[config.mk]
export PLATFORM = sky130hd
export DESIGN_NAME = ppwt_timer
export DESIGN_NICKNAME = d
export VERILOG_FILES = /design/src/design/ppwt_timer.v /design/src/design/ppwt_presc.v
export VERILOG_INCLUDE_DIRS = /design/src /design/src/design
export SDC_FILE = /design/constraint.sdc
export NUM_CORES = 1
export LEC_CHECK = 0
export BUFFER_PORTS_ARGS = -buffer_cell sky130_fd_sc_hd__buf_2
export CAP_MARGIN = 30
export CELL_PAD_IN_SITES_DETAIL_PLACEMENT = 1
export CELL_PAD_IN_SITES_GLOBAL_PLACEMENT = 1
export CORE_MARGIN = 1
export CORE_UTILIZATION = 40
export CTS_BUF_LIST = sky130_fd_sc_hd__clkbuf_8 sky130_fd_sc_hd__clkbuf_16
export CTS_CLUSTER_SIZE = 25
export DETAILED_ROUTE_END_ITERATION = 16
export PLACE_DENSITY = 0.72
export SKIP_CTS_REPAIR_TIMING = 1
export SLEW_MARGIN = 15
export SYNTH_ARGS = -nofsm -noshare
export SYNTH_HDL_FRONTEND = slang
export SYNTH_SLANG_ARGS = --single-unit
[constraint.sdc]
create_clock -name sys_clk -period 2.85 [get_ports sys_clk]
set_input_delay 0.285 -clock sys_clk [delete_from_list [all_inputs] [get_ports sys_clk]]
set_output_delay 0.285 -clock sys_clk [all_outputs]
set_load 0.02 [all_outputs]
[src/design/ppwt_defs.vh]
// Constants for the pulse period / pulse width measurement timer
`ifndef PPWT_DEFS_VH
`define PPWT_DEFS_VH

// Bus widths
`define PPWT_AW              8
`define PPWT_DW              16

// Register byte offsets
`define PPWT_ADDR_CTRL       8'h00
`define PPWT_ADDR_MODE       8'h04
`define PPWT_ADDR_TIMER      8'h08
`define PPWT_ADDR_STAT       8'h0C
`define PPWT_ADDR_MASK       8'h10
`define PPWT_ADDR_FLAGS      8'h14
`define PPWT_ADDR_COUNT      8'h18

// Field positions
`define PPWT_CTRL_START      0
`define PPWT_MODE_SRC_LO     0
`define PPWT_MODE_SRC_HI     1
`define PPWT_MODE_MEAS_LO    2
`define PPWT_MODE_MEAS_HI    3
`define PPWT_INT_EDGE        0
`define PPWT_INT_OVF         1
`define PPWT_FLAGS_OVF       0
`define PPWT_FLAGS_ARMED     1

// Reset values
`define PPWT_CTRL_RST        1'h0
`define PPWT_MODE_RST        4'h0
`define PPWT_MASK_RST        2'h0
`define PPWT_STAT_RST        2'h0
`define PPWT_COUNT_RST       16'h0000
`define PPWT_COUNT_MAX       16'hFFFF

// Measurement selections
`define PPWT_MEAS_PER_RISE   2'h0
`define PPWT_MEAS_PER_FALL   2'h1

// Count source selections and their divide ratios in sys_clk cycles
`define PPWT_SRC_F2          2'h0
`define PPWT_SRC_F8          2'h1
`define PPWT_SRC_F32         2'h2
`define PPWT_DIV_F2          7'h02
`define PPWT_DIV_F8          7'h08
`define PPWT_DIV_F32         7'h20
`define PPWT_DIV_FC32        7'h40

`endif

[src/design/ppwt_timer.v]
// Pulse period / pulse width measurement timer with register port
//
// Added by the designer: the placing of the registers and the strobed register port.
`timescale 1ns/100ps
`include "ppwt_defs.vh"

// Summary of operation
// - Up-counter; effective edge copies count to reload, count restarts at 0.
// - Counting runs while start flag is one, halts when cleared.
// - Each effective edge on the measurement pin but the first of a run raises an interrupt request.
// - First effective edge after counting starts raises no interrupt request.
// - Overflow raises an interrupt request and sets the overflow flag at once.
// - Overflow flag clears only on a mode register write while started.
// - Reading the timer register returns the reload register, not the count.
// - Writes to the timer register are ignored; counter and reload unchanged.

module ppwt_timer (
  // Clock and reset
  input  wire                  sys_clk,
  input  wire                  rst,
  // Register port
  input  wire [`PPWT_AW-1:0]   addr,
  input  wire [`PPWT_DW-1:0]   wdata,
  input  wire                  wr,
  input  wire                  rd,
  output wire [`PPWT_DW-1:0]   rdata,
  // Measurement input
  input  wire                  measure_pulse_pin,
  // Status outputs
  output wire                  irq,
  output wire                  ovf_flag
);

  // Software state
  reg                  start_q;
  reg  [3:0]           mode_q;
  reg  [1:0]           mask_q;
  reg  [1:0]           stat_q;
  reg  [1:0]           stat_d;
  reg  [`PPWT_DW-1:0]  rdata_q;

  // Timer state
  reg  [`PPWT_DW-1:0]  count_q;
  reg  [`PPWT_DW-1:0]  reload_q;
  reg                  ovf_q;
  reg                  armed_q;

  // Pin synchroniser and edge history
  reg                  meas_s1_q;
  reg                  meas_s2_q;
  reg                  meas_s3_q;

  // Decoded strobes
  wire                 wr_ctrl;
  wire                 wr_mode;
  wire                 wr_stat;
  wire                 wr_mask;

  // Events
  wire                 tick;
  wire                 rise;
  wire                 fall;
  reg                  eff_edge;
  wire                 edge_irq;
  wire                 ovf_evt;
  wire [1:0]           meas_sel;

  // Address decode for writes
  assign wr_ctrl = wr && (addr == `PPWT_ADDR_CTRL);
  assign wr_mode = wr && (addr == `PPWT_ADDR_MODE);
  assign wr_stat = wr && (addr == `PPWT_ADDR_STAT);
  assign wr_mask = wr && (addr == `PPWT_ADDR_MASK);
  // The timer address has no write decode at all, so a write there
  // reaches neither the counter nor the reload register.

  assign meas_sel = mode_q[`PPWT_MODE_MEAS_HI:`PPWT_MODE_MEAS_LO];

  // Count source
  ppwt_presc u_presc (
    .sys_clk (sys_clk),
    .rst     (rst),
    .run     (start_q),
    .src_sel (mode_q[`PPWT_MODE_SRC_HI:`PPWT_MODE_SRC_LO]),
    .tick    (tick)
  );

  // Start flag
  always @(posedge sys_clk or posedge rst) begin
    if (rst) begin
      start_q <= `PPWT_CTRL_RST;
    end else if (wr_ctrl) begin
      start_q <= wdata[`PPWT_CTRL_START];
    end
  end

  // Mode register
  always @(posedge sys_clk or posedge rst) begin
    if (rst) begin
      mode_q <= `PPWT_MODE_RST;
    end else if (wr_mode) begin
      mode_q <= wdata[3:0];
    end
  end

  // Interrupt mask
  always @(posedge sys_clk or posedge rst) begin
    if (rst) begin
      mask_q <= `PPWT_MASK_RST;
    end else if (wr_mask) begin
      mask_q <= wdata[1:0];
    end
  end

  // Two-flop synchroniser; only the second and third flops feed logic
  always @(posedge sys_clk or posedge rst) begin
    if (rst) begin
      meas_s1_q <= 1'b0;
      meas_s2_q <= 1'b0;
      meas_s3_q <= 1'b0;
    end else begin
      meas_s1_q <= measure_pulse_pin;
      meas_s2_q <= meas_s1_q;
      meas_s3_q <= meas_s2_q;
    end
  end

  assign rise = meas_s2_q && !meas_s3_q;
  assign fall = !meas_s2_q && meas_s3_q;

  // Edges are only effective while counting runs
  always @* begin
    if (!start_q) begin
      eff_edge = 1'b0;
    end else if (meas_sel == `PPWT_MEAS_PER_RISE) begin
      eff_edge = rise;
    end else if (meas_sel == `PPWT_MEAS_PER_FALL) begin
      eff_edge = fall;
    end else begin
      eff_edge = rise || fall;
    end
  end

  // Armed after the first effective edge of a run; stopping disarms
  always @(posedge sys_clk or posedge rst) begin
    if (rst) begin
      armed_q <= 1'b0;
    end else if (!start_q) begin
      armed_q <= 1'b0;
    end else if (eff_edge) begin
      armed_q <= 1'b1;
    end
  end

  assign edge_irq = eff_edge && armed_q;

  // An edge landing on the wrap tick restarts the count, so no overflow
  assign ovf_evt = start_q && tick && !eff_edge &&
                   (count_q == `PPWT_COUNT_MAX);

  // Up-counter and reload register
  always @(posedge sys_clk or posedge rst) begin
    if (rst) begin
      count_q  <= `PPWT_COUNT_RST;
      reload_q <= `PPWT_COUNT_RST;
    end else if (!start_q) begin
      count_q  <= count_q;
    end else if (eff_edge) begin
      reload_q <= count_q;
      count_q  <= `PPWT_COUNT_RST;
    end else if (tick) begin
      count_q  <= count_q + 16'h0001;
    end
  end

  // Overflow flag; a new overflow wins over a clearing mode write
  always @(posedge sys_clk or posedge rst) begin
    if (rst) begin
      ovf_q <= 1'b0;
    end else if (ovf_evt) begin
      ovf_q <= 1'b1;
    end else if (wr_mode && start_q) begin
      ovf_q <= 1'b0;
    end
  end

  // Sticky interrupt status, write one to clear, set wins
  always @* begin
    stat_d = stat_q;
    if (wr_stat) begin
      stat_d = stat_q & ~wdata[1:0];
    end
    if (edge_irq) begin
      stat_d[`PPWT_INT_EDGE] = 1'b1;
    end
    if (ovf_evt) begin
      stat_d[`PPWT_INT_OVF] = 1'b1;
    end
  end

  always @(posedge sys_clk or posedge rst) begin
    if (rst) begin
      stat_q <= `PPWT_STAT_RST;
    end else begin
      stat_q <= stat_d;
    end
  end

  // Read data, valid the cycle after the strobe only
  always @(posedge sys_clk or posedge rst) begin
    if (rst) begin
      rdata_q <= 16'h0000;
    end else if (!rd) begin
      rdata_q <= 16'h0000;
    end else if (addr == `PPWT_ADDR_CTRL) begin
      rdata_q <= {15'h0000, start_q};
    end else if (addr == `PPWT_ADDR_MODE) begin
      rdata_q <= {12'h000, mode_q};
    end else if (addr == `PPWT_ADDR_TIMER) begin
      // Until the second edge this holds a partial or stale count
      rdata_q <= reload_q;
    end else if (addr == `PPWT_ADDR_STAT) begin
      rdata_q <= {14'h0000, stat_q};
    end else if (addr == `PPWT_ADDR_MASK) begin
      rdata_q <= {14'h0000, mask_q};
    end else if (addr == `PPWT_ADDR_FLAGS) begin
      rdata_q <= {14'h0000, armed_q, ovf_q};
    end else if (addr == `PPWT_ADDR_COUNT) begin
      rdata_q <= count_q;
    end else begin
      rdata_q <= 16'h0000;
    end
  end

  assign rdata    = rdata_q;
  assign irq      = |(stat_q & mask_q);
  assign ovf_flag = ovf_q;

endmodule

[src/design/ppwt_presc.v]
// Count source prescaler: one-cycle tick at the selected rate
`timescale 1ns/100ps
`include "ppwt_defs.vh"

module ppwt_presc (
  // Clock and reset
  input  wire       sys_clk,
  input  wire       rst,
  // Control
  input  wire       run,
  input  wire [1:0] src_sel,
  // Count enable
  output wire       tick
);

  reg  [6:0] div;
  reg  [6:0] cnt_q;
  reg        tick_q;

  always @* begin
    case (src_sel)
      `PPWT_SRC_F2:  div = `PPWT_DIV_F2;
      `PPWT_SRC_F8:  div = `PPWT_DIV_F8;
      `PPWT_SRC_F32: div = `PPWT_DIV_F32;
      default:       div = `PPWT_DIV_FC32;
    endcase
  end

  // Held in reset while stopped so the first tick after start is full length
  always @(posedge sys_clk or posedge rst) begin
    if (rst) begin
      cnt_q  <= 7'h00;
      tick_q <= 1'b0;
    end else if (!run) begin
      cnt_q  <= 7'h00;
      tick_q <= 1'b0;
    end else if (cnt_q >= div - 7'h01) begin
      cnt_q  <= 7'h00;
      tick_q <= 1'b1;
    end else begin
      cnt_q  <= cnt_q + 7'h01;
      tick_q <= 1'b0;
    end
  end

  assign tick = tick_q;

endmodule

### Word-level counts from Yosys, hierarchy flattened

Index checks and enable logic that the tools add are counted.

* order comparisons: 1
* equality and inequality tests: 11
* muxes and demuxes: 25
* add/subtract/negate cells: 3
* bitwise gates (word level): 3
* reductions and logical operators: 25

Operators with widths (number)
* $mux 16: 10
* $eq 8x5->1 const B: 3
* $pmux 7 s3: 1
* $add 16x1->16 const B: 1
* $eq 16x16->1 const B: 1
* $eq 8x4->1 const B: 2
* $mux 7: 2
* $logic_and 1x1->1: 11
* $mux 1: 11
* $eq 8x3->1 const B: 1
* $logic_not 8->1: 1
* $reduce_bool 2->1: 4
* $add 7x1->7 const B: 1
* $ge 7x7->1: 1
* $sub 7x1->7 const B: 1
* $and 2x2->2: 2
* $eq 2x1->1 const B: 2
* $logic_not 2->1: 2
* $reduce_and 2->1: 2
* $logic_not 1->1: 3
* $eq 2x2->1 const B: 1
* $mux 2: 1
* $ne 2x1->1 const B: 1
* $not 2->2: 1
* 2 further kinds: 2

* register bits after elaboration: 70
* input port bits: 29
* word-level logic and storage cells: 83

### Longest topological paths before layout

Gate-level depths: netlist of run 1.

* depth in word-level cells: 10
* gate-level depth with buffers: 8
* mapped depth without buffers: 8

### Hierarchy

From an unflattened synthesis of run 1, not the netlist that was laid out.

* cells, all modules: 326
* area total of the unflattened synthesis: 3325.7 sq um

Modules (own cells, without submodules)
* ppwt_timer: times used 1, cells an instance 275, area an instance 2821.5 sq um
* ppwt_presc: times used 1, cells an instance 51, area an instance 504.2 sq um

### Worst setup path after synthesis of run 1

OpenSTA, ideal clock, no wires.

* kind: register -> register
* start point: register mode_q[0]
* end point: register u_presc.tick_q (netlist: u_presc.tick)
* library setup time: 120 ps
* path buffers: 0
* cell stages (with the launch flop): 8
* setup slack: 880 ps
* required time: 2730 ps
* arrival time: 1850 ps
* path through: dfrtp_1 -> nor2_1 -> inv_1 -> ha_1 -> ha_1 -> a2111oi_0 -> o21ai_1 -> and3_1

* cells in the longest elaborated chain, start to end: 6
* elaborated cells between the ends (all ways): 8

Ends and longest elaborated chain
* start: declaration: line ppwt_timer.v:36 `reg [3:0] mode_q;`
* start signal: assignment: line ppwt_timer.v:99 `` mode_q <= `PPWT_MODE_RST; ``
* start signal: assignment: line ppwt_timer.v:101 `mode_q <= wdata[3:0];`
* $eq 2x2->1 (tied with other cells): line ppwt_presc.v:21 `case (src_sel)`
* $pmux 7 s3 *: line ppwt_presc.v:21
* $sub 7x1->7 *: line ppwt_presc.v:37 `end else if (cnt_q >= div - 7'h01) begin`
* $ge 7x7->1 *: line ppwt_presc.v:37
* $mux 1 *: line ppwt_presc.v:37
* $mux 1 *: line ppwt_presc.v:34 `end else if (!run) begin`
* end signal: assignment: line ppwt_presc.v:33 `tick_q <= 1'b0;`
* end signal: assignment: line ppwt_presc.v:36 `tick_q <= 1'b0;`
* end signal: assignment: line ppwt_presc.v:39 `tick_q <= 1'b1;`
* end: declaration: line ppwt_presc.v:18 `reg tick_q;`

Every way passes the cells marked *; elsewhere a longest branch is shown, timed or not.
A chain may end at the register's enable or synchronous reset.

### Worst setup path after layout of run 1

Ends and elaborated chain as after synthesis.

==> results of run 1 <==
==> worst paths after layout <==
kind / depth (start not counted) / endpoint / slack [ps] / startpoint
worst max-delay path: 7 / u_presc.tick$_DFF_PP0_ / 600 / mode_q[0]$_DFFE_PP0P_
worst min-delay path: 1 / meas_s1_q$_DFF_PP0_ / 60 / measure_pulse_pin
worst max register to register: 7 / u_presc.tick$_DFF_PP0_ / 600 / mode_q[0]$_DFFE_PP0P_
worst min register to register: 0 / meas_s2_q$_DFF_PP0_ / 350 / meas_s1_q$_DFF_PP0_
max in group asynchronous: 5 / reload_q[2]$_DFFE_PP0P_ / 1690 / rst
min in group asynchronous: 3 / rdata[14]$_DFF_PP0_ / 400 / rst
==> cell families after synthesis <==
logic type | share of synthesized area
adders and majority gates | 0.03996
other | 0.001089
DFF | 0.5085
xor gates and xnor gates | 0.02288
AOI/OAI and AO/OA | 0.1384
and+or+nand+nor | 0.1707
muxes | 0.07773
buffers and inverters | 0.04068
==> routing by layer <==
layer / up-vias / track usage
li1: 1223 / -
met1: 1308 / 0.2754
met2: 22 / 0.3034
met3: 5 / 0.03623
met4: 0 / 0.04924
met5: - / 0
==> power by group through the flow <==
stage                      logic, W  registers, W  clock network, W
after floorplan           0.0000791       0.00103                 0
after global placement     0.000112       0.00103                 0
after detailed placement   0.000115       0.00103                 0
after CTS                  0.000116       0.00101          0.000827
after global routing       0.000134       0.00102          0.000879
final                      0.000118       0.00101          0.000805
==> through the flow <==
stage | setup slack, ps | power [W]
3_5_place_dp | 578.9 | 0.001149
3_3_place_gp | 626.1 | 0.001144
4_1_cts | 568.9 | 0.001957
6_report | 597.0 | 0.001936
2_1_floorplan | 796.8 | 0.001107
5_1_grt | 298.0 | 0.002028
==> area by class of cell <==
class,instances,share of cell area
clock inverter,7,0.01874
sequential,70,0.4447
inverter,16,0.01525
tap,105,0.03335
timing repair buffer,42,0.06226
clock buffer,9,0.03145
multi-input combinational,217,0.3942
==> placed cells by master, fill, tap and decap left out, types with 6 or more instances in the layout <==
cell	count
a211oi_1	7
a21oi_1	9
a22oi_1	12
buf_2	34
buf_4	6
clkbuf_8	9
dfrtp_1	70
ha_1	11
inv_1	14
mux2_2	21
nand2_1	28
nand2b_1	10
nand3_1	8
nor2_1	25
o21ai_0	15
==> state kept, by name, indices dropped and copies added, names as in the netlist <==
name           flops
ovf_flag           1
meas_s2_q          1
start_q            1
meas_s3_q          1
count_q           16
meas_s1_q          1
mask_q             2
mode_q             4
stat_q             2
u_presc.cnt_q      7
armed_q            1
u_presc.tick       1
reload_q          16
rdata             16
==> impl_metrics.py, run 1 <==
metrics = {
    "run_status": {
        "status": "completed",
    },
    "clocking": {
        "numCtsBuffers": 9,
        "cts.sinks": 70,
        "clockBufferDepth": 2,
        "clock_latency_ps": 340,
        "clock-root-buffer": "clkbuf_8",
        "tritoncts": "yes",
        "cts_max_level": 3,
        "cts.clk_slew.worst_paths_ps": 90,
    },
    "yosys": {
        "synth_top_area_frac": 0.5085,
        "synthesis.nets": 358,
        "synth_top_cell_by_area": "dfrtp_1",
        "yosysMostFrequentCell": "dfrtp_1",
        "yosys-top-cells-count": "dfrtp_1 (70), nand2_1 (28), nor2_1 (25)",
        "ys_async_sr_fraction": 1.000,
        "synth_edf_count": 0,
        "synth_cells": 318,
        "synth_area_leaders": "dfrtp_1 (51%), mux2_2 (6.9%), ha_1 (4.0%)",
        "synth_seq_cells": 70,
        "synth_warnings": 0,
        "synthesis.area_sq_um": 3445,
        "ys_types": 51,
        "ys_seq_area_frac": 0.5085,
        "synth_ff_type": "dfrtp_1",
        "avgSynthCellArea_sq_um": 10.83,
    },
    "setup_path": {
        "cp.required_ps": 3080,
        "start_kind": "flop",
        "crit_slowest_cell": "dfrtp_1",
        "path_buf_inv": 1,
        "worstPathArrival_ps": 2480,
        "crit_type": "reg2reg",
        "cp_top_family": "compound AO/OA/AOI/OAI gates",
        "cp-end-kind": "flop",
        "worstPathCellList": "nor2_1 -> inv_1 -> ha_1 -> ha_1 -> a2111oi_0 -> o21ai_1 -> and3_1",
        "critPathMaxStageDelay_ps": 430,
        "crit_top_cell": "ha_1",
        "path_max_fanout": 8,
    },
    "run": {
        "cap_violations": 0,
    },
    "global_route": {
        "antenna_found_initial": 0,
        "grt_first_pass_wirelength_um": 13440,
        "grt_max_degree": 46,
        "overflow": 0,
        "grt_pass1_vias": 2667,
        "track_usage": 0.1939,
    },
    "finish": {
        "antenna_cells": 0,
        "utilization": 0.4770,
        "final_net_count": 396,
        "area_growth_pct": 14.35,
        "regArea_sq_um": 1752,
        "num-fill-cells": 923,
        "multi_input_area_sq_um": 1553,
        "finalInstanceArea_sq_um": 3939,
        "final_cells": 466,
        "drive_above_1_share": 0.2465,
    },
    "pwr": {
        "clockPowerShare": 0.416,
        "comb_power_share": 0.061,
        "leakage_nw": 1.804,
        "vdd_drop_max_v": 0.0002927,
        "p_seq_frac": 0.523,
        "power_switching_w": 0.0004872,
        "internal-power_w": 0.001449,
        "p_sw_frac": 0.2517,
        "power.density_nw_per_um2": 491.5,
    },
    "die": {
        "fp.dieW_um": 94.80,
        "fp-row-count": 33,
        "io_pins": 47,
        "die_h_um": 94.80,
        "core_area_sq_um": 8258,
        "fp.dieArea_sq_um": 8986,
        "initial_core_util": 0.4171,
    },
    "timing": {
        "timing.hold.ws_ps": 55.57,
        "slew_viol_final": 0,
        "finClkSkew_ps": 13.57,
        "hold_viol": 0,
        "setup_viol": 0,
        "max_freq_mhz": 443.9,
        "fin_crit_ps": 2253,
        "timing.final.crit_share": 0.7905,
        "worst_pin_slew_ps": 777.6,
        "fin_setup_tns_ps": 0,
        "grt_setup_unrepaired": "false",
        "slew_headroom": 0.4797,
    },
    "detailed_routing": {
        "vias": 2558,
        "ant_nets": 0,
        "via_per_inst": 5.489,
        "routed_wirelength_um": 7802,
        "drtIter0Drc": 114,
        "wire_per_inst_um": 16.74,
        "wl_met2_um": 3697,
        "top_layer_used": "met4",
        "met3_length_um": 147,
        "wl_met1_um": 3905,
        "drtPass1Iterations": 4,
        "drcViolationCount": 0,
    },
    "placed_design": {
        "numPlacedInstances": 448,
        "place.port_buffers": 34,
        "place.gp.congestion": 0.8124,
        "place_area_sq_um": 3711,
        "hpwl_um": 5626,
    },
    "min_path": {
        "hold_class": "in2reg",
    },
}
No activity file was read; power rests on OpenSTA's default activity.
==> run 2, diff against run 1 <==
- clock period: 2.85 -> 2.1 ns (I/O delays scaled with it)
==> run 2 against run 1 <==
- wire length rose by 1.1%
- clock skew fell by 7.9 ps
- critical path depth rose by 2
- first-iteration DRC count rose by 27%
- sequential share of layout area fell by 1.6 points
- combinational power rose by 48%
- sequential cell count did not move
- critical endpoint is now u_presc.cnt_q[4]$_DFF_PP0_
- setup slack got worse by 480 ps
- via count rose by 2.5%
- cell area rose by 3.8%
- register-to-register slack got worse by 480 ps
- critical path type unchanged
==> impl_metrics.py, run 2 (same netlist as run 1, synthesis figures left out) <==
metrics = {
    "placed_design": {
        "hpwl_um": 5498,
        "place_ws_ps": -2.183,
        "place.gp.congestion": 0.7924,
        "numPlacedInstances": 458,
        "place_area_sq_um": 3799,
        "place.port_buffers": 34,
    },
    "global_route": {
        "grt_max_degree": 71,
        "grt_first_pass_wirelength_um": 13660,
        "top_usage_layer": "met2",
        "grt_pass1_vias": 2736,
        "met1_usage": 0.2725,
        "grt.met2_usage": 0.3124,
        "gr-usage-met3": 0.03382,
        "overflow": 0,
        "antenna_found_initial": 0,
        "track_usage": 0.2008,
    },
    "timing": {
        "finClkSkew_ps": 5.720,
        "hold_viol": 0,
        "setup_viol": 0,
        "slew_viol_final": 0,
        "timing.final.crit_share": 0.9439,
        "layout_setup_ws_ps": 117.8,
        "timing.hold.ws_ps": 100.5,
        "max_freq_mhz": 504.5,
        "fin_crit_ps": 1982,
    },
    "finish": {
        "final_cells": 476,
        "final_common_cell": "dfrtp_1",
        "utilization": 0.4952,
        "finalInstanceArea_sq_um": 4089,
        "final_net_count": 407,
        "area_growth_pct": 18.71,
        "antenna_cells": 0,
        "layout_common_cells": "dfrtp_1 (70), buf_2 (34), nand2_1 (28)",
        "drive_above_1_share": 0.2803,
    },
    "clocking": {
        "cts.clk_slew.worst_paths_ps": 70,
        "clockBufferDepth": 2,
        "numCtsBuffers": 9,
        "clock_latency_ps": 350,
        "cts_max_level": 3,
        "clock-root-buffer": "clkbuf_8",
        "cts.sinks": 70,
        "tritoncts": "yes",
    },
    "min_path": {
        "hold_class": "in2reg",
    },
    "run_status": {
        "status": "completed",
    },
    "setup_path": {
        "cp.required_ps": 2350,
        "path_max_fanout": 8,
        "crit_type": "reg2reg",
        "start_kind": "flop",
        "cp-end-kind": "flop",
        "worstPathArrival_ps": 2240,
    },
    "die": {
        "core_area_sq_um": 8258,
        "io_pins": 47,
        "fp-row-count": 33,
        "fp.dieArea_sq_um": 8986,
        "initial_core_util": 0.4171,
        "die_h_um": 94.80,
        "fp.dieW_um": 94.80,
    },
    "detailed_routing": {
        "routed_wirelength_um": 7886,
        "drcViolationCount": 0,
        "drtIter0Drc": 145,
        "drtPass1Iterations": 4,
        "ant_nets": 0,
        "via_per_inst": 5.506,
        "wire_per_inst_um": 16.57,
        "vias": 2621,
    },
    "pwr": {
        "power.density_nw_per_um2": 678.4,
        "leakage_nw": 1.884,
        "vdd_drop_max_v": 0.0002417,
    },
    "run": {
        "cap_violations": 0,
    },
}
==> run 2: changes by cell type in the layout (fill, tap and decap cells not counted) <==
| cell | delta |
|---|---|
| nor2_2 | +1 |
| bufinv_16 | +1 |
| a211oi_2 | +4 |
| clkinv_4 | -2 |
| a211oi_1 | -4 |
| inv_6 | -1 |
| dlygate4sd3_1 | +1 |
| clkinvlp_4 | -1 |
| buf_4 | +10 |
| nor2_1 | -1 |
| clkbuf_8 | +2 |
| a2111oi_4 | +1 |
| a2111oi_0 | -1 |
==> run 2: cell type report <==
type                       instances  area, sq um
fill                             906         4169
sequential                        70         1752
multi-input combinational        217         1594
timing repair buffer              53        330.3
clock buffer                      11        151.4
tap                              105        131.4
clock inverter                     4        70.07
inverter                          16        60.06
==> run 2: stage by stage <==
step | total power, W | setup TNS, ps
2_1_floorplan | 0.001502 | 0
3_3_place_gp | 0.001565 | 0
3_5_place_dp | 0.001570 | -2.183
4_1_cts | 0.002801 | -29.35
5_1_grt | 0.002895 | -5.629
6_report | 0.002774 | 0
==> run 2: power breakdown <==
part / internal [W] / switching [W] / leakage, nW / total (W)
clock network: 0.000723 / 0.000501 / 0.115 / 0.00122
logic: 0.0000641 / 0.000111 / 0.814 / 0.000175
registers: 0.00136 / 0.0000150 / 0.955 / 0.00138
total: 0.00215 / 0.000627 / 1.88 / 0.00277
==> run 2: final timing paths <==
| check | start | end | slack [ps] | cells past startpoint |
|---|---|---|---|---|
| worst max-delay path | mode_q[0]$_DFFE_PP0P_ | u_presc.cnt_q[4]$_DFF_PP0_ | 120 | 9 |
| worst min register to register | meas_s1_q$_DFF_PP0_ | meas_s2_q$_DFF_PP0_ | 350 | 0 |
| min in group asynchronous | rst | reload_q[13]$_DFFE_PP0P_ | 480 | 4 |
| worst max register to register | mode_q[0]$_DFFE_PP0P_ | u_presc.cnt_q[4]$_DFF_PP0_ | 120 | 9 |
| max in group asynchronous | rst | count_q[3]$_DFFE_PP0P_ | 1280 | 4 |
| worst min-delay path | rd | rdata[0]$_DFF_PP0_ | 100 | 3 |
==> run 2: metal layers <==
layer | part of all wire | vias up
met1 | 0.47 | 1330
li1 | - | 1244
met2 | 0.48 | 34
met3 | 0.028 | 13
met4 | 0.019 | 0
met5 | 0 | -
==> run 2: critical path, cell delays in order, from the launching register on <==
cell	delay [ps]
dfrtp_1	390
buf_4	150
nand2b_1	70
ha_1	140
inv_1	50
ha_1	320
a2111oi_4	280
o21ai_1	100
buf_4	180
a211oi_1	210
